`config.mk`:
```
export PLATFORM = sky130hd
export DESIGN_NAME = line_start_trigger
export DESIGN_NICKNAME = d
export VERILOG_FILES = /design/src/rtl/trig_pkg.sv /design/src/rtl/line_start_trigger.sv /design/src/rtl/trig_rescaler.sv
export SDC_FILE = /design/constraint.sdc
export NUM_CORES = 1
export LEC_CHECK = 0
export BUFFER_PORTS_ARGS = -buffer_cell sky130_fd_sc_hd__buf_2
export CAP_MARGIN = 20
export CORE_AREA = 10 10 305 307
export DETAILED_ROUTE_END_ITERATION = 12
export DIE_AREA = 0 0 315 317
export GPL_ROUTABILITY_DRIVEN = 0
export GPL_TIMING_DRIVEN = 1
export PLACE_DENSITY_LB_ADDON = 0.05
export RECOVER_POWER = 25
export SKIP_LAST_GASP = 1
export SLEW_MARGIN = 20
export SYNTH_ARGS = -nofsm -noshare
export SYNTH_HDL_FRONTEND = slang
export SYNTH_SLANG_ARGS = --single-unit
```
`constraint.sdc`:
```
create_clock -name sys_clk -period 12.9 [get_ports sys_clk]
set_clock_uncertainty 0.05 [all_clocks]
set_input_delay 2.58 -clock sys_clk [delete_from_list [all_inputs] [get_ports sys_clk]]
set_output_delay 2.58 -clock sys_clk [all_outputs]
set_load 0.01 [all_outputs]
```
`src/rtl/trig_pkg.sv`:
```
/*
  Shared constants for the line-start trigger controller: register
  offsets, control field positions, reset values, timing counts and the
  activation encoding.
  Assumes a single 250 MHz system clock; periods are counted in its cycles.
*/
package trig_pkg;

  // ****************************************************************
  // timing
  // ****************************************************************
  localparam int CLK_PERIOD_NS = 4;
  localparam int MIN_PULSE_NS = 1000;
  // least time, so round up to whole cycles
  localparam int MIN_PULSE_CYC = (MIN_PULSE_NS + CLK_PERIOD_NS - 1) / CLK_PERIOD_NS;

  // ****************************************************************
  // widths and fixed-point formats
  // ****************************************************************
  localparam int PERIOD_W = 24;
  localparam int RATE_W = 23;
  localparam int RATE_FRAC = 16;
  localparam int AVG_FRAC = 9;
  localparam int FILT_BASE = 4;
  localparam int DIV_STEPS = PERIOD_W + RATE_FRAC;

  // ****************************************************************
  // register offsets (byte addresses)
  // ****************************************************************
  localparam logic [7:0] CTRL_OFS = 8'h00;
  localparam logic [7:0] LINE_PERIOD_OFS = 8'h04;
  localparam logic [7:0] MIN_PERIOD_OFS = 8'h08;
  localparam logic [7:0] RESCALE_RATE_OFS = 8'h0c;
  localparam logic [7:0] STROBE_WIDTH_OFS = 8'h10;
  localparam logic [7:0] LINE_COUNT_OFS = 8'h14;
  localparam logic [7:0] AVG_PERIOD_OFS = 8'h18;

  // ****************************************************************
  // control register fields
  // ****************************************************************
  localparam int CTRL_MODE_BIT = 0;
  localparam int CTRL_SRC_BIT = 1;
  localparam int CTRL_ACT_LSB = 2;
  localparam int CTRL_RSC_BIT = 4;
  localparam int CTRL_FILT_LSB = 5;

  // ****************************************************************
  // reset values and limits
  // ****************************************************************
  localparam logic [PERIOD_W-1:0] LINE_PERIOD_RST = 24'h0061a8;
  localparam logic [PERIOD_W-1:0] MIN_PERIOD_RST = 24'h0007d0;
  localparam logic [PERIOD_W-1:0] STROBE_WIDTH_RST = 24'h0000fa;
  localparam logic [RATE_W-1:0] RATE_RST = 23'h010000;
  localparam logic [RATE_W-1:0] RATE_MIN = 23'h000290;
  localparam logic [RATE_W-1:0] RATE_MAX = 23'h640000;
  localparam logic [2:0] FILT_MAX = 3'h5;

  typedef enum logic [1:0] {ACT_RISING, ACT_FALLING, ACT_BOTH} act_t;

  // larger of a period and its floor, never below one cycle
  function automatic logic [PERIOD_W-1:0] maxPeriod(input logic [PERIOD_W-1:0] a,
                                                     input logic [PERIOD_W-1:0] b);
    logic [PERIOD_W-1:0] m;
    m = (a > b) ? a : b;
    return (m == 24'h000000) ? 24'h000001 : m;
  endfunction

endpackage

```
`src/rtl/line_start_trigger.sv`:
```
/*
  Line-start trigger controller: free-run line generator with rate clamp,
  external/CC1 trigger path with pulse-width filter and edge selection,
  optional rescaler, strobe output and a small register port.
  Assumes trigPin and cc1Pin are asynchronous levels; the register master
  follows the single-cycle strobe protocol on sys_clk.
*/
// The placing of the registers and the plain strobed port were chosen for this implementation.
`timescale 1ns/100ps

module line_start_trigger
(
  input wire logic sys_clk,
  input wire logic rst,
  input wire logic [7:0] regAddr,
  input wire logic [31:0] regWdata,
  input wire logic regWr,
  input wire logic regRd,
  output logic [31:0] regRdata,
  input wire logic trigPin,
  input wire logic cc1Pin,
  output logic lineStart,
  output logic strobeOut
);

  // ****************************************************************
  // configuration registers
  // ****************************************************************
  logic trigModeOn_ff;
  logic srcCc1_ff;
  logic [1:0] activation_ff;
  logic rescalerOn_ff;
  logic [2:0] filterSel_ff;
  logic [trig_pkg::PERIOD_W-1:0] linePeriod_ff;
  logic [trig_pkg::PERIOD_W-1:0] minPeriod_ff;
  logic [trig_pkg::RATE_W-1:0] rate_ff;
  logic [trig_pkg::PERIOD_W-1:0] strobeWidth_ff;
  logic [31:0] lineCount_ff;

  // address decode
  wire logic selCtrl = regAddr == trig_pkg::CTRL_OFS;
  wire logic selLine = regAddr == trig_pkg::LINE_PERIOD_OFS;
  wire logic selMin = regAddr == trig_pkg::MIN_PERIOD_OFS;
  wire logic selRate = regAddr == trig_pkg::RESCALE_RATE_OFS;
  wire logic selStrobe = regAddr == trig_pkg::STROBE_WIDTH_OFS;
  wire logic selCount = regAddr == trig_pkg::LINE_COUNT_OFS;
  wire logic selAvg = regAddr == trig_pkg::AVG_PERIOD_OFS;

  // a written factor is held inside its legal range
  wire logic [trig_pkg::RATE_W-1:0] wrRate = regWdata[trig_pkg::RATE_W-1:0];
  wire logic rateHigh = (|regWdata[31:trig_pkg::RATE_W]) || (wrRate > trig_pkg::RATE_MAX);
  wire logic [trig_pkg::RATE_W-1:0] nxt_rate = rateHigh ? trig_pkg::RATE_MAX :
                                               (wrRate < trig_pkg::RATE_MIN) ? trig_pkg::RATE_MIN : wrRate;

  // filter codes above 5 saturate at the longest filter
  wire logic [2:0] wrFilt = regWdata[trig_pkg::CTRL_FILT_LSB +: 3];
  wire logic [2:0] nxt_filterSel = (wrFilt > trig_pkg::FILT_MAX) ? trig_pkg::FILT_MAX : wrFilt;

  // register writes; unmapped offsets are ignored
  always_ff @(posedge sys_clk)
  begin
    if (rst)
    begin
      trigModeOn_ff <= 1'b0;
      srcCc1_ff <= 1'b0;
      activation_ff <= 2'h0;
      rescalerOn_ff <= 1'b0;
      filterSel_ff <= 3'h0;
      linePeriod_ff <= trig_pkg::LINE_PERIOD_RST;
      minPeriod_ff <= trig_pkg::MIN_PERIOD_RST;
      rate_ff <= trig_pkg::RATE_RST;
      strobeWidth_ff <= trig_pkg::STROBE_WIDTH_RST;
    end
    else if (regWr)
    begin
      if (selCtrl)
      begin
        trigModeOn_ff <= regWdata[trig_pkg::CTRL_MODE_BIT];
        srcCc1_ff <= regWdata[trig_pkg::CTRL_SRC_BIT];
        activation_ff <= regWdata[trig_pkg::CTRL_ACT_LSB +: 2];
        // bit value 1 enables the rescaler, 0 disables it
        rescalerOn_ff <= regWdata[trig_pkg::CTRL_RSC_BIT];
        filterSel_ff <= nxt_filterSel;
      end
      if (selLine)
      begin
        linePeriod_ff <= regWdata[trig_pkg::PERIOD_W-1:0];
      end
      if (selMin)
      begin
        minPeriod_ff <= regWdata[trig_pkg::PERIOD_W-1:0];
      end
      if (selRate)
      begin
        rate_ff <= nxt_rate;
      end
      if (selStrobe)
      begin
        strobeWidth_ff <= regWdata[trig_pkg::PERIOD_W-1:0];
      end
    end
  end

  // ****************************************************************
  // read port
  // ****************************************************************
  logic [trig_pkg::PERIOD_W-1:0] avgPeriod;

  wire logic [31:0] ctrlRd = {24'h000000, filterSel_ff, rescalerOn_ff, activation_ff, srcCc1_ff, trigModeOn_ff};
  wire logic [31:0] rdMux = selCtrl ? ctrlRd :
                            selLine ? {8'h00, linePeriod_ff} :
                            selMin ? {8'h00, minPeriod_ff} :
                            selRate ? {9'h000, rate_ff} :
                            selStrobe ? {8'h00, strobeWidth_ff} :
                            selCount ? lineCount_ff :
                            selAvg ? {8'h00, avgPeriod} : 32'h00000000;

  // data stand only in the cycle after the read strobe, zero otherwise
  always_ff @(posedge sys_clk)
  begin
    if (rst)
    begin
      regRdata <= 32'h00000000;
    end
    else
    begin
      regRdata <= regRd ? rdMux : 32'h00000000;
    end
  end

  // ****************************************************************
  // pin synchronisers
  // ****************************************************************
  logic trigMeta_ff;
  logic trigSync_ff;
  logic cc1Meta_ff;
  logic cc1Sync_ff;

  // both pins are asynchronous to sys_clk
  always_ff @(posedge sys_clk)
  begin
    if (rst)
    begin
      trigMeta_ff <= 1'b0;
      trigSync_ff <= 1'b0;
      cc1Meta_ff <= 1'b0;
      cc1Sync_ff <= 1'b0;
    end
    else
    begin
      trigMeta_ff <= trigPin;
      trigSync_ff <= trigMeta_ff;
      cc1Meta_ff <= cc1Pin;
      cc1Sync_ff <= cc1Meta_ff;
    end
  end

  // ****************************************************************
  // pulse-width filter and edge select
  // ****************************************************************
  localparam logic [7:0] PULSE_LAST = 8'(trig_pkg::MIN_PULSE_CYC - 1);

  logic filtLevel_ff;
  logic [7:0] stableCnt_ff;

  // source chosen before filtering, so a switch is filtered too
  wire logic srcLevel = srcCc1_ff ? cc1Sync_ff : trigSync_ff;
  wire logic levelDiffers = srcLevel != filtLevel_ff;
  wire logic accept = levelDiffers && (stableCnt_ff == PULSE_LAST);

  // a new level is taken only after it held for the full 1 us
  always_ff @(posedge sys_clk)
  begin
    if (rst)
    begin
      filtLevel_ff <= 1'b0;
      stableCnt_ff <= 8'h00;
    end
    else if (!levelDiffers || accept)
    begin
      filtLevel_ff <= accept ? srcLevel : filtLevel_ff;
      stableCnt_ff <= 8'h00;
    end
    else
    begin
      stableCnt_ff <= stableCnt_ff + 8'h01;
    end
  end

  // activation chooses which filtered transitions count
  wire logic riseEvt = accept && srcLevel;
  wire logic fallEvt = accept && !srcLevel;
  wire logic edgeEvt = (activation_ff == trig_pkg::ACT_RISING) ? riseEvt :
                       (activation_ff == trig_pkg::ACT_FALLING) ? fallEvt :
                       (activation_ff == trig_pkg::ACT_BOTH) ? (riseEvt || fallEvt) : riseEvt;

  // ****************************************************************
  // rescaler
  // ****************************************************************
  logic rescaledEvt;
  wire logic rescalerRun = trigModeOn_ff && rescalerOn_ff;

  // averaged period divided by the factor drives rescaled triggers
  trig_rescaler u_rescaler
  (
    .sys_clk(sys_clk),
    .rst(rst),
    .enable(rescalerRun),
    .filterSel(filterSel_ff),
    .rate(rate_ff),
    .minPeriod(minPeriod_ff),
    .inEvent(edgeEvt),
    .outEvent(rescaledEvt),
    .avgPeriod(avgPeriod)
  );

  // ****************************************************************
  // free-run line generator
  // ****************************************************************
  logic [trig_pkg::PERIOD_W-1:0] freeCnt_ff;

  // programmed period used while it is no faster than the limit
  // faster settings are clamped to the minimum period
  wire logic [trig_pkg::PERIOD_W-1:0] freePeriod = trig_pkg::maxPeriod(linePeriod_ff, minPeriod_ff);
  wire logic freeFire = !trigModeOn_ff && (freeCnt_ff >= freePeriod - 24'h000001);

  // counter only runs with trigger mode off
  always_ff @(posedge sys_clk)
  begin
    if (rst || trigModeOn_ff || freeFire)
    begin
      freeCnt_ff <= '0;
    end
    else
    begin
      freeCnt_ff <= freeCnt_ff + 24'h000001;
    end
  end

  // ****************************************************************
  // line start select
  // ****************************************************************
  // with the rescaler off, one line per recognised event; the partner paces the events
  wire logic trigFire = trigModeOn_ff && (rescalerOn_ff ? rescaledEvt : edgeEvt);
  wire logic nxt_lineStart = freeFire || trigFire;

  // line start pulse and line counter
  always_ff @(posedge sys_clk)
  begin
    if (rst)
    begin
      lineStart <= 1'b0;
      lineCount_ff <= 32'h00000000;
    end
    else
    begin
      lineStart <= nxt_lineStart;
      lineCount_ff <= nxt_lineStart ? lineCount_ff + 32'h00000001 : lineCount_ff;
    end
  end

  // ****************************************************************
  // strobe output
  // ****************************************************************
  logic [trig_pkg::PERIOD_W-1:0] strobeCnt_ff;

  // each line start restarts the strobe for strobeWidth cycles
  wire logic strobeEnd = strobeCnt_ff <= 24'h000001;

  // a zero width keeps the strobe low; a retrigger extends the pulse
  always_ff @(posedge sys_clk)
  begin
    if (rst)
    begin
      strobeCnt_ff <= '0;
      strobeOut <= 1'b0;
    end
    else if (lineStart)
    begin
      strobeCnt_ff <= strobeWidth_ff;
      strobeOut <= strobeWidth_ff != 24'h000000;
    end
    else if (strobeEnd)
    begin
      strobeCnt_ff <= '0;
      strobeOut <= 1'b0;
    end
    else
    begin
      strobeCnt_ff <= strobeCnt_ff - 24'h000001;
    end
  end

endmodule // line_start_trigger

```
`src/rtl/trig_rescaler.sv`:
```
/*
  Trigger rescaler: averages the input trigger period over a selectable
  filter length and emits triggers at the input rate times a fixed-point
  factor.
  Assumes inEvent is a one-cycle pulse on sys_clk and rate is within limits.
*/
`timescale 1ns/100ps

module trig_rescaler
(
  input wire logic sys_clk,
  input wire logic rst,
  input wire logic enable,
  input wire logic [2:0] filterSel,
  input wire logic [trig_pkg::RATE_W-1:0] rate,
  input wire logic [trig_pkg::PERIOD_W-1:0] minPeriod,
  input wire logic inEvent,
  output logic outEvent,
  output logic [trig_pkg::PERIOD_W-1:0] avgPeriod
);

  typedef enum logic {DIV_IDLE, DIV_RUN} div_t;

  localparam int AW = trig_pkg::PERIOD_W + trig_pkg::AVG_FRAC;
  localparam int DW = trig_pkg::DIV_STEPS;

  logic [trig_pkg::PERIOD_W-1:0] inCnt_ff;
  logic seen_ff;
  logic haveAvg_ff;
  logic [AW-1:0] acc_ff;
  div_t divState_ff;
  logic [5:0] divCnt_ff;
  logic [DW-1:0] dvd_ff;
  logic [trig_pkg::PERIOD_W-1:0] rem_ff;
  logic [trig_pkg::PERIOD_W-1:0] outPeriod_ff;
  logic outValid_ff;
  logic [trig_pkg::PERIOD_W-1:0] outCnt_ff;

  // ****************************************************************
  // period measurement and averaging
  // ****************************************************************
  // exponential average, length 2^(4+sel) = filter factor
  wire logic [trig_pkg::PERIOD_W-1:0] inPeriod = inCnt_ff + 24'h000001;
  wire logic [AW:0] diff = {1'b0, inPeriod, 9'h000} - {1'b0, acc_ff};
  wire logic [3:0] shiftAmt = 4'(trig_pkg::FILT_BASE) + {1'b0, filterSel};
  wire logic [AW:0] step = $signed(diff) >>> shiftAmt;
  wire logic [AW-1:0] nxt_acc = acc_ff + step[AW-1:0];
  wire logic stale = &inCnt_ff;

  assign avgPeriod = acc_ff[AW-1:trig_pkg::AVG_FRAC];

  // stale input (counter saturated) drops the average so output stops
  always_ff @(posedge sys_clk)
  begin
    if (rst || !enable)
    begin
      inCnt_ff <= '0;
      seen_ff <= 1'b0;
      haveAvg_ff <= 1'b0;
      acc_ff <= '0;
    end
    else if (inEvent)
    begin
      inCnt_ff <= '0;
      seen_ff <= 1'b1;
      haveAvg_ff <= seen_ff;
      acc_ff <= haveAvg_ff ? nxt_acc : (seen_ff ? {inPeriod, 9'h000} : acc_ff);
    end
    else
    begin
      inCnt_ff <= stale ? inCnt_ff : inCnt_ff + 24'h000001;
      haveAvg_ff <= haveAvg_ff && !stale;
    end
  end

  // ****************************************************************
  // output period = average / rate, restoring divider
  // ****************************************************************
  // factor applied as a division of the averaged period
  wire logic [trig_pkg::PERIOD_W-1:0] remSh = {rem_ff[trig_pkg::PERIOD_W-2:0], dvd_ff[DW-1]};
  wire logic ge = remSh >= {1'b0, rate};
  wire logic [trig_pkg::PERIOD_W-1:0] remNx = ge ? remSh - {1'b0, rate} : remSh;
  wire logic [DW-1:0] dvdNx = {dvd_ff[DW-2:0], ge};
  wire logic [trig_pkg::PERIOD_W-1:0] quotSat = (|dvdNx[DW-1:trig_pkg::PERIOD_W]) ? '1 :
                                                dvdNx[trig_pkg::PERIOD_W-1:0];

  // recomputes continuously so rate or average changes take effect within two 41-cycle passes
  always_ff @(posedge sys_clk)
  begin
    if (rst || !haveAvg_ff)
    begin
      divState_ff <= DIV_IDLE;
      divCnt_ff <= '0;
      dvd_ff <= '0;
      rem_ff <= '0;
      outPeriod_ff <= '0;
      outValid_ff <= 1'b0;
    end
    else
    begin
      case (divState_ff)
        DIV_IDLE:
        begin
          dvd_ff <= {avgPeriod, 16'h0000};
          rem_ff <= '0;
          divCnt_ff <= 6'(DW);
          divState_ff <= DIV_RUN;
        end
        DIV_RUN:
        begin
          dvd_ff <= dvdNx;
          rem_ff <= remNx;
          divCnt_ff <= divCnt_ff - 6'h01;
          if (divCnt_ff == 6'h01)
          begin
            outPeriod_ff <= trig_pkg::maxPeriod(quotSat, minPeriod);
            outValid_ff <= 1'b1;
            divState_ff <= DIV_IDLE;
          end
        end
        default:
        begin
          divState_ff <= DIV_IDLE;
        end
      endcase
    end
  end

  // ****************************************************************
  // rescaled trigger generator
  // ****************************************************************
  always_ff @(posedge sys_clk)
  begin
    if (rst || !outValid_ff || !haveAvg_ff)
    begin
      outCnt_ff <= '0;
      outEvent <= 1'b0;
    end
    else if (outCnt_ff >= outPeriod_ff - 24'h000001)
    begin
      outCnt_ff <= '0;
      outEvent <= 1'b1;
    end
    else
    begin
      outCnt_ff <= outCnt_ff + 24'h000001;
      outEvent <= 1'b0;
    end
  end

endmodule // trig_rescaler

```
==> results of run 1 <==
critical path, delay by kind of cell (launching register included):
family | cells | cell delay, ns
AOI/OAI and AO/OA | 7 | 1.53
xor gates and xnor gates | 1 | 0.17
adders and majority gates | 3 | 0.93
buffers and inverters | 3 | 0.92
DFF | 1 | 0.44
muxes | 4 | 0.96
and+or+nand+nor | 10 | 2.52
through the flow:
stage          instance area (µm²)  utilization  cells  worst slack (ns)
6_report                     29200        0.337   4413              5.21
4_1_cts                      29200        0.337   4412              5.41
3_3_place_gp                 27400        0.316   4316              5.53
2_1_floorplan                25800            -   3205              5.41
5_1_grt                      29200        0.337   4413              4.84
3_5_place_dp                 27400        0.316   4317              5.46
kinds of logic after synthesis:
kind of cell	Yosys count
mux	190
fa+ha+maj	189
xor+xnor	217
buf+inv	306
compound gates	708
simple gates	1186
flops	409
final cells by class:
class                           instances  share of cell area
Multi-Input combinational cell       2490               0.568
Sequential cell                       409               0.281
Clock buffer                           75              0.0524
Tap cell                             1155              0.0495
Timing Repair Buffer                  112              0.0201
Inverter                              152              0.0196
Clock inverter                         20             0.00978
power groups by stage:
stage	combinational [mW]	clock, mW	sequential (mW)
after global routing	0.317	1.65	1.32
after CTS	0.277	1.61	1.32
after floorplan	0.201	0	1.34
final	0.283	1.56	1.32
after detailed placement	0.275	0	1.35
after global placement	0.271	0	1.35
routing by layer:
| metal | vias to the layer above | wire length [µm] | global-route usage |
|---|---|---|---|
| met4 | 4 | 2180 | 0.0478 |
| met1 | 11500 | 47800 | 0.271 |
| li1 | 11500 | - | - |
| met3 | 113 | 5220 | 0.0280 |
| met5 | - | 25 | 0 |
| met2 | 591 | 44400 | 0.309 |
how the worst min path moves through the flow:
stage	to	slack, ns	from
floorplan	cc1Sync_ff$_SDFF_PP0_	0.36	cc1Meta_ff$_SDFF_PP0_
global placement	trigSync_ff$_SDFF_PP0_	0.38	trigMeta_ff$_SDFF_PP0_
detailed placement	trigSync_ff$_SDFF_PP0_	0.39	trigMeta_ff$_SDFF_PP0_
CTS	trigSync_ff$_SDFF_PP0_	0.40	trigMeta_ff$_SDFF_PP0_
global route	cc1Sync_ff$_SDFF_PP0_	0.41	cc1Meta_ff$_SDFF_PP0_
finish	cc1Sync_ff$_SDFF_PP0_	0.39	cc1Meta_ff$_SDFF_PP0_
cells in the final DEF, fill, tap and decap left out, types with 18 or more instances in the layout:
master	netlist	routed
buf_4	0	25
or2_2	35	35
nand2_1	338	338
xnor2_1	123	123
a21oi_1	221	220
nor4_1	60	60
a211oi_1	37	37
inv_1	150	150
o21ai_0	119	118
a221oi_1	21	21
dfxtp_1	409	407
nand3_1	91	91
mux2_2	43	43
o21a_1	18	18
nor3_1	98	96
a31oi_1	20	20
buf_2	5	45
mux2i_1	143	143
a21o_1	70	70
clkbuf_16	0	53
clkbuf_1	139	50
a22oi_1	72	72
ha_1	187	187
o211ai_1	22	22
and3_1	45	45
nor2_1	335	334
or3_1	19	19
nand4_1	42	42
nor2b_1	32	32
nand2b_1	24	24
xor2_1	94	94
state kept, by name, summed over array words and instances, names as in the netlist, 2 cells and up:
signal / count
u_rescaler.divCnt_ff: 6
linePeriod_ff: 24
u_rescaler.inCnt_ff: 24
strobeCnt_ff: 24
freeCnt_ff: 24
u_rescaler.dvd_ff: 40
u_rescaler.outCnt_ff: 24
regRdata: 32
lineCount_ff: 32
filterSel_ff: 3
stableCnt_ff: 8
strobeWidth_ff: 24
u_rescaler.acc_ff: 33
activation_ff: 2
u_rescaler.outPeriod_ff: 24
minPeriod_ff: 24
u_rescaler.rem_ff: 23
rate_ff: 23
==> impl_metrics.csv, run 1 <==
group,metric,value,unit
worst_hold_path,min_path_type,"reg -> reg",
routing,drt_wl_total,99.6,mm
worst_setup_path,required,13.34,ns
routing,drt_iter0_drc,1669,
routing,drt.antenna.violating_nets,0,
die,die_w,315,µm
worst_setup_path,cp_max_fo,46,
global_route,grt_pass1_wl,149,mm
worst_setup_path,worst-r2r-cell-count,28,
global_route,antenna_found_initial,5,
die,die_y,317,µm
synth,synth_area,25800,µm²
power,p_sw,804,µW
timing,fin_crit_sh,0.596,
power,max-vdd-ir-drop,0.117,mV
worst_setup_path,r2r-start,"minPeriod_ff[1]$_SDFFE_PP0P_",
synth,synth_top_family_by_area,"simple AND/OR/NAND/NOR gates",
synth,synth_cell_type_count,80,
finish,antennaDiodeCount,0,
die,io_pins,80,
synth,yosys-top-cells-count,"dfxtp_1, nand2_1, nor2_1",
synth,synth.most_common_cell,"dfxtp_1",
routing,first_pass_iters,6,
global_route,grt_max_degree,70,
finish,multiInputGateArea,16600,µm²
global_route,grt.overflow.total,0,
synth,seq_area_frac_synth,0.317,
routing,via_count,23700,
timing,fmaxAchievable,130,MHz
synth,synth.area.mux_share,0.0774,
synth,netlist_instances,3205,
routing,vias_per_cell,5.36,
synth,synth_edf_count,0,
clock_network,cts_max_path_buffers,3,
placed_design,numPortBuffers,79,
timing,max_slew_margin,-1.37,
power,power_frac_comb,0.089,
timing,tightest_slew,3.55,ns
status,violations,"capacitance limit, slew limit",
clock_network,cts-root-buf,"clkbuf_16",
timing,fin_setup_tns,0,ns
worst_setup_path,critical_path_class,"reg -> reg",
timing,rsz0062_at_grt,"false",
status,status,"finished with violations",
worst_setup_path,crit_arrival,8.13,ns
synth,synth_fa_ha_area_frac,0.0921,
synth,async_flop_share,0,
placed_design,dp_hpwl,77.0,mm
timing,hold_viol,0,
synth,synth_xor_area_frac,0.0736,
worst_setup_path,rrSetupSlack,5.21,ns
flow_run,drv_cap,5,
global_route,first_global_vias,23100,
die,dieArea,99900,µm²
worst_setup_path,slowest_delay,0.47,ns
timing,hold_ws,0.391,ns
worst_setup_path,cp-startpoint,"minPeriod_ff[1]$_SDFFE_PP0P_",
power,p_clk_frac,0.493,
finish,fillers,9094,
die,rows,108,
clock_network,cts_sinks,409,
timing,slew_violations,193,
synth,syn-num-nets,3440,
power,power.total,3.16,mW
power,leakagePower,11.5,nW
clock_network,clkSlewWorstSetupHoldPaths,0.06,ns
die,start_util,0.298,
power,seqPwrFrac,0.417,
finish,num-nets-final,3452,
synth,yosysTopAreaCell,"dfxtp_1",
routing,drc,0,
worst_setup_path,start_kind,"register",
synth,ys_ff_latch,409,
timing,period_minus_slack,7.69,ns
power,p_sw_frac,0.254,
clock_network,clk_latency,0.61,ns
synth,synth_warnings,0,
global_route,grt_usage,0.194,
finish,regArea,8190,µm²
power,intPower,2.36,mW
synth,synth.area.top_cells,"dfxtp_1, ha_1, mux2i_1, nand2_1, nor2_1",
worst_hold_path,hold_depth,1,
synth,synth_compound_area_frac,0.179,
finish,layout-drive-gt1-share,0.0841,
worst_setup_path,crit_slowest_cell,"buf_4",
die,design.core.area,86600,µm²
synth,synth_simple_gate_area_frac,0.216,
finish,synthToLayoutAreaGrowth,13.0,%
clock_network,cts.repair.resized,0,
power,power.density,108,nW/µm²
timing,setup_viol,0,
clock_network,tritoncts,"built",
clock_network,cts_buffers,52,
clock_network,cts_hold_buffers,0,
clock_network,htreeDepth,2,
synth,syn_avg_cell_area,8.06,µm²
clock_network,postCtsSetupBuffers,0,
synth,synth_flop_cell,"dfxtp_1",
worst_setup_path,worstSetupEndpointType,"register",
routing,post_drt_wl_per_cell,22.6,µm
worst_setup_path,rr_endpoint,"lineCount_ff[31]$_SDFFE_PP0P_",
synth,synth_top_area_frac,0.317,
worst_setup_path,cp-endpoint,"lineCount_ff[31]$_SDFFE_PP0P_",
Note: power is estimated with default switching activity, not from simulation.
==> inputs of run 2 (changes only) <==
--- a/config.mk
+++ b/config.mk
@@ -5,11 +5,12 @@
 export SDC_FILE = /design/constraint.sdc
 export NUM_CORES = 1
 export LEC_CHECK = 0
+export ABC_AREA = 1
 export BUFFER_PORTS_ARGS = -buffer_cell sky130_fd_sc_hd__buf_2
 export CAP_MARGIN = 20
-export CORE_AREA = 10 10 305 307
+export CORE_AREA = 10 10 307 309
 export DETAILED_ROUTE_END_ITERATION = 12
-export DIE_AREA = 0 0 315 317
+export DIE_AREA = 0 0 317 319
 export GPL_ROUTABILITY_DRIVEN = 0
 export GPL_TIMING_DRIVEN = 1
 export PLACE_DENSITY_LB_ADDON = 0.05
==> constraint.sdc (replaced) <==
create_clock -name sys_clk -period 8 [get_ports sys_clk]
set_clock_uncertainty 0.05 [all_clocks]
set_input_delay 1.6 -clock sys_clk [delete_from_list [all_inputs] [get_ports sys_clk]]
set_output_delay 1.6 -clock sys_clk [all_outputs]
set_load 0.01 [all_outputs]
==> run 2 against run 1 <==
- first-iteration DRC count rose by 14%
- cell area up 1.3%
- total power is 61% higher
- sequential power rose by 61%
- core utilization shrank 0.074 points
- largest power group unchanged
- critical path depth increased by 6
- synthesized area increased by 1.5%
- combinational power up 74%
- via count is 8.9% higher
- the run still ends with capacitance limit, slew limit left
- cell count increased by 16%
- critical endpoint is now lineCount_ff[26]$_SDFFE_PP0P_
==> impl_metrics.csv, run 2 <==
group,metric,value,unit
finish,synthToLayoutAreaGrowth,12.8,%
die,rows,109,
worst_setup_path,crit_slowest_cell,"nand2_4",
die,io_pins,80,
synth,synth_warnings,0,
timing,rsz0062_at_grt,"false",
timing,fmaxAchievable,144,MHz
timing,period_minus_slack,6.97,ns
die,die_w,317,µm
finish,num-nets-final,4146,
worst_setup_path,start_kind,"register",
clock_network,cts_max_path_buffers,3,
global_route,first_global_vias,25200,
finish,reg_top3,"u_rescaler.dvd_ff (40), u_rescaler.acc_ff (33)",
finish,antennaDiodeCount,0,
power,leakagePower,12.9,nW
clock_network,clkSlewWorstSetupHoldPaths,0.06,ns
finish,final_cell_mix,"nand2_1, inv_1, dfxtp_1",
synth,synth_area,26200,µm²
finish,largest_reg_flops,40,
synth,syn-num-nets,4097,
synth,async_flop_share,0,
clock_network,cts_buffers,51,
worst_setup_path,cp_max_fo,28,
worst_setup_path,crit_arrival,7.46,ns
timing,max_slew_margin,-1.31,
worst_hold_path,min_path_type,"reg -> reg",
global_route,grt_pass1_wl,158,mm
die,die_y,319,µm
synth,ys_ff_latch,409,
global_route,grt_max_degree,77,
synth,seq_area_frac_synth,0.312,
placed_design,numPortBuffers,79,
global_route,grt_usage,0.201,
synth,synth.area.top_cells,"dfxtp_1, nand2_1, ha_1, a21oi_1, inv_1",
status,violations,"capacitance limit, slew limit",
routing,post_drt_wl_per_cell,20.4,µm
routing,vias_per_cell,5.04,
timing,slew_violations,138,
synth,synth.most_common_cell,"nand2_1",
routing,via_count,25800,
clock_network,cts_hold_buffers,0,
die,design.core.area,88000,µm²
worst_setup_path,cp_common_cell,"nand2_1",
timing,hold_ws,0.362,ns
worst_setup_path,worstSetupEndpointType,"register",
clock_network,tritoncts,"built",
global_route,grt.overflow.total,0,
synth,syn_avg_cell_area,6.79,µm²
clock_network,cts-root-buf,"clkbuf_16",
routing,first_pass_iters,5,
synth,netlist_instances,3862,
worst_setup_path,required,8.50,ns
synth,yosys-top-cells-count,"nand2_1, inv_1, dfxtp_1",
die,dieArea,101000,µm²
finish,layout-drive-gt1-share,0.0648,
power,power.density,172,nW/µm²
routing,drt.antenna.violating_nets,0,
timing,setup_viol,0,
synth,synth_top_area_frac,0.312,
timing,hold_viol,0,
clock_network,clk_latency,0.65,ns
finish,final_common_cell,"nand2_1",
routing,drt_wl_total,105,mm
power,power.total,5.08,mW
power,max-vdd-ir-drop,0.162,mV
synth,synth_edf_count,0,
timing,fin_setup_tns,0,ns
synth,synth_cell_type_count,60,
global_route,antenna_found_initial,1,
worst_setup_path,slowest_delay,0.45,ns
placed_design,dp_hpwl,82.6,mm
flow_run,drv_cap,3,
status,status,"finished with violations",
timing,tightest_slew,3.46,ns
clock_network,htreeDepth,2,
worst_setup_path,critical_path_class,"reg -> reg",
synth,synth_flop_cell,"dfxtp_1",
routing,drc,0,
finish,regMostFlops,"u_rescaler.dvd_ff",
clock_network,cts_sinks,409,
die,start_util,0.298,
synth,yosysTopAreaCell,"dfxtp_1",
timing,fin_crit_sh,0.871,
routing,drt_iter0_drc,1906,
[run 2: cell count changes after synthesis, moves of 85 or more]
cell     before  now
inv_1       150  480
xnor2_1     123   38
o21ai_0     119  301
mux2i_1     143    0
nand3_1      91  233
nand2_1     338  741
a21oi_1     221  406
[run 2: what timing repair did]
item,CTS,global route
buffers inserted,0,0
setup endpoints to repair,0,1
gates resized for setup,0,1
[run 2: final cells by class]
| cell class | count | area, µm² |
|---|---|---|
| Timing Repair Buffer | 119 | 638 |
| Sequential cell | 409 | 8190 |
| Inverter | 490 | 1840 |
| Multi-Input combinational cell | 2840 | 15700 |
| Clock inverter | 21 | 327 |
| Clock buffer | 71 | 1410 |
| Tap cell | 1165 | 1460 |
| Fill cell | 9819 | 58400 |
[run 2: worst paths after layout]
path / start / cells past startpoint / slack (ns) / to
setup / recovery: minPeriod_ff[15]$_SDFFE_PP0P_ / 34 / 1.03 / lineCount_ff[26]$_SDFFE_PP0P_
hold / removal: cc1Meta_ff$_SDFF_PP0_ / 2 / 0.36 / cc1Sync_ff$_SDFF_PP0_
setup reg to reg: minPeriod_ff[15]$_SDFFE_PP0P_ / 34 / 1.03 / lineCount_ff[26]$_SDFFE_PP0P_
hold reg to reg: cc1Meta_ff$_SDFF_PP0_ / 2 / 0.36 / cc1Sync_ff$_SDFF_PP0_
[run 2: through the flow]
step,setup slack [ns],instance area [µm²],util,std cells
after floorplan,3.00,26200,-,3862
after global placement,1.06,27900,0.317,5022
after detailed placement,0.995,27900,0.317,5023
after CTS,0.985,29600,0.337,5115
after global routing,0.149,29600,0.336,5115
final,1.03,29600,0.336,5115
[run 2: where the power goes]
group	switching [mW]	total, mW	internal (mW)
combinational	0.318	0.492	0.174
sequential	0.0440	2.13	2.09
clock	1.00	2.46	1.46
total	1.36	5.08	3.72
[run 2: kinds of logic (layout without fill, tap and decap cells)]
kind of cell / Yosys count / after routing / share of synthesized area
compound gates: 926 / 926 / 0.197
xor+xnor: 129 / 129 / 0.0431
fa+ha+maj: 189 / 189 / 0.0908
buf+inv: 613 / 701 / 0.0893
flops: 409 / 409 / 0.312
simple gates: 1596 / 1596 / 0.268
[run 2: routing by layer]
metal	GRT usage	vias up	part of all wire
met5	0	-	0
met4	0.0631	0	0.031
met3	0.0307	123	0.053
met2	0.317	593	0.44
met1	0.278	12000	0.47
li1	-	13100	-
[run 2: critical path: cells and delay by family (launching register included)]
kind	cells	cell delay, ns
DFF	1	0.39
AOI/OAI and AO/OA	2	0.26
xor gates and xnor gates	1	0.16
and+or+nand+nor	25	4.62
buffers and inverters	3	0.60
adders and majority gates	3	0.78
==> inputs of run 3 (changes only) <==
--- a/config.mk
+++ b/config.mk
@@ -8,6 +8,8 @@
 export ABC_AREA = 1
 export BUFFER_PORTS_ARGS = -buffer_cell sky130_fd_sc_hd__buf_2
 export CAP_MARGIN = 20
+export CELL_PAD_IN_SITES_DETAIL_PLACEMENT = 1
+export CELL_PAD_IN_SITES_GLOBAL_PLACEMENT = 1
 export CORE_AREA = 10 10 307 309
 export DETAILED_ROUTE_END_ITERATION = 12
 export DIE_AREA = 0 0 317 319
==> run 3 against run 2 <==
- first-iteration DRC count is 27% lower
- total power is 3.7% higher
- combinational power is 2% higher
- global-route usage is 1.0 points higher
- the flow still finishes with violations (capacitance limit, slew limit)
- critical endpoint unchanged
- via count is 1.7% higher
- clock power is 7% higher
- highest routed layer unchanged
==> impl_metrics.csv, run 3 (synthesis results as in run 2) <==
group,metric,value,unit
finish,final_cell_area,29700,µm²
clock_network,clkSlewWorstSetupHoldPaths,0.06,ns
routing,via_count,26200,
clock_network,cts_buffers,53,
flow_run,drv_cap,2,
die,start_util,0.298,
worst_setup_path,crit_arrival,7.59,ns
timing,fin_crit_sh,0.887,
clock_network,cts.repair.resized,0,
clock_network,cts_sinks,409,
timing,fmaxAchievable,141,MHz
clock_network,htreeDepth,2,
routing,vias_per_cell,5.12,
worst_setup_path,worst-r2r-cell-count,32,
timing,rsz0062_at_grt,"false",
status,violations,"capacitance limit, slew limit",
status,status,"finished with violations",
worst_setup_path,cp_max_fo,28,
finish,synthToLayoutAreaGrowth,13.3,%
timing,setup_viol,0,
timing,period_minus_slack,7.10,ns
timing,slew_violations,85,
finish,regMostFlops,"u_rescaler.dvd_ff",
clock_network,cts_max_path_buffers,3,
power,leakagePower,13.0,nW
worst_hold_path,min_path_type,"reg -> reg",
global_route,grt_usage,0.212,
global_route,grt_max_degree,64,
timing,hold_viol,0,
placed_design,numPortBuffers,79,
worst_setup_path,cp_common_cell,"nand2_1",
clock_network,postCtsSetupBuffers,0,
worst_hold_path,hold_depth,2,
clock_network,tritoncts,"built",
finish,reg_top3,"u_rescaler.dvd_ff (40), u_rescaler.acc_ff (33)",
global_route,first_global_vias,26700,
routing,drt_iter0_drc,1390,
worst_setup_path,required,8.49,ns
timing,max_slew_margin,-0.332,
timing,fin_setup_tns,0,ns
worst_setup_path,critical_path_class,"reg -> reg",
routing,drc,0,
worst_setup_path,slowest_delay,0.53,ns
die,dieArea,101000,µm²
worst_setup_path,r2r-start,"minPeriod_ff[4]$_SDFFE_PP1P_",
worst_setup_path,start_kind,"register",
worst_setup_path,rrSetupSlack,0.90,ns
die,rows,109,
routing,first_pass_iters,5,
die,die_y,319,µm
global_route,antenna_found_initial,0,
placed_design,dp_hpwl,88.2,mm
clock_network,cts_hold_buffers,0,
worst_hold_path,hold_path_end,"trigSync_ff$_SDFF_PP0_",
finish,final_cell_mix,"nand2_1, inv_1, dfxtp_1",
routing,post_drt_wl_per_cell,21.4,µm
finish,largest_reg_flops,40,
worst_hold_path,worstHoldStart,"trigMeta_ff$_SDFF_PP0_",
die,io_pins,80,
routing,drt.antenna.violating_nets,0,
routing,drt_wl_total,109,mm
die,design.core.area,88000,µm²
worst_setup_path,rr_endpoint,"lineCount_ff[26]$_SDFFE_PP0P_",
placed_design,placed_area,27800,µm²
power,power.density,177,nW/µm²
power,max-vdd-ir-drop,0.146,mV
finish,layout-drive-gt1-share,0.0693,
die,die_w,317,µm
worst_setup_path,crit_slowest_cell,"nand3_2",
global_route,grt_pass1_wl,166,mm
clock_network,clk_latency,0.63,ns
clock_network,cts-root-buf,"clkbuf_16",
timing,tightest_slew,2.00,ns
finish,num-nets-final,4143,
global_route,grt.overflow.total,0,
worst_setup_path,worstSetupEndpointType,"register",
finish,final_common_cell,"nand2_1",
[run 3: cell count changes in the layout (fill, tap and decap cells not counted), sizes merged]
cell / change
clkbuf: -7
inv: +2
bufinv: +2
clkinv: +6
clkinvlp: +3
diode: +1
buf: -3
[run 3: final cells by class]
cell class | instances | area [µm²]
fillers | 11100 | 58300
multi-input cells | 2840 | 15700
flip-flops and latches | 409 | 8190
inverters | 490 | 1840
well taps | 1165 | 1460
clock buffers | 66 | 1460
repair buffers | 114 | 604
clock inverters | 34 | 444
diodes | 1 | 2.50
[run 3: how the worst max path moves through the flow]
stage / end / startpoint / depth (start not counted)
final: lineCount_ff[26]$_SDFFE_PP0P_ / minPeriod_ff[4]$_SDFFE_PP1P_ / 32
after detailed placement: lineCount_ff[26]$_SDFFE_PP0P_ / minPeriod_ff[4]$_SDFFE_PP1P_ / 34
after global placement: lineCount_ff[26]$_SDFFE_PP0P_ / minPeriod_ff[4]$_SDFFE_PP1P_ / 34
after global routing: lineCount_ff[26]$_SDFFE_PP0P_ / minPeriod_ff[12]$_SDFFE_PP0P_ / 34
after CTS: lineCount_ff[26]$_SDFFE_PP0P_ / minPeriod_ff[4]$_SDFFE_PP1P_ / 34
after floorplan: u_rescaler.acc_ff[30]$_SDFFE_PP0P_ / u_rescaler.inCnt_ff[0]$_SDFFE_PP0N_ / 39
[run 3: where the power goes]
| group | switching, mW | leakage, nW | internal (mW) | total (mW) |
|---|---|---|---|---|
| clock network | 1.04 | 0.939 | 1.59 | 2.63 |
| registers | 0.0476 | 3.30 | 2.09 | 2.13 |
| logic | 0.330 | 8.77 | 0.174 | 0.504 |
| total | 1.42 | 13.0 | 3.85 | 5.27 |
[run 3: per-layer routing]
metal | wire [µm] | global-route usage | vias to the layer above
li1 | - | - | 13100
met4 | 3020 | 0.0581 | 0
met2 | 51600 | 0.358 | 482
met3 | 4250 | 0.0232 | 119
met5 | 0 | 0 | -
met1 | 50600 | 0.280 | 12500
[run 3: through the flow]
stage | setup slack [ns] | power, mW | utilization | std cells | hold slack (ns)
after CTS | 0.806 | 5.36 | 0.338 | 5118 | 0.355
after detailed placement | 0.841 | 2.69 | 0.317 | 5018 | 0.348
final | 0.905 | 5.27 | 0.338 | 5119 | 0.355
after global routing | 0.0617 | 5.52 | 0.338 | 5118 | 0.388
after global placement | 0.935 | 2.68 | 0.317 | 5018 | 0.353
after floorplan | 3.00 | 2.52 | - | 3862 | 0.338
[run 3: critical path, delay by kind of cell (launching register included)]
kind                     cells  cell delay (ns)
flip-flops                   1             0.51
adder cells (fa/ha/maj)      3             0.79
AO/OA/AOI/OAI                2             0.25
buffers and inverters        3             0.72
XOR/XNOR                     1             0.16
AND/OR/NAND/NOR             23             4.46
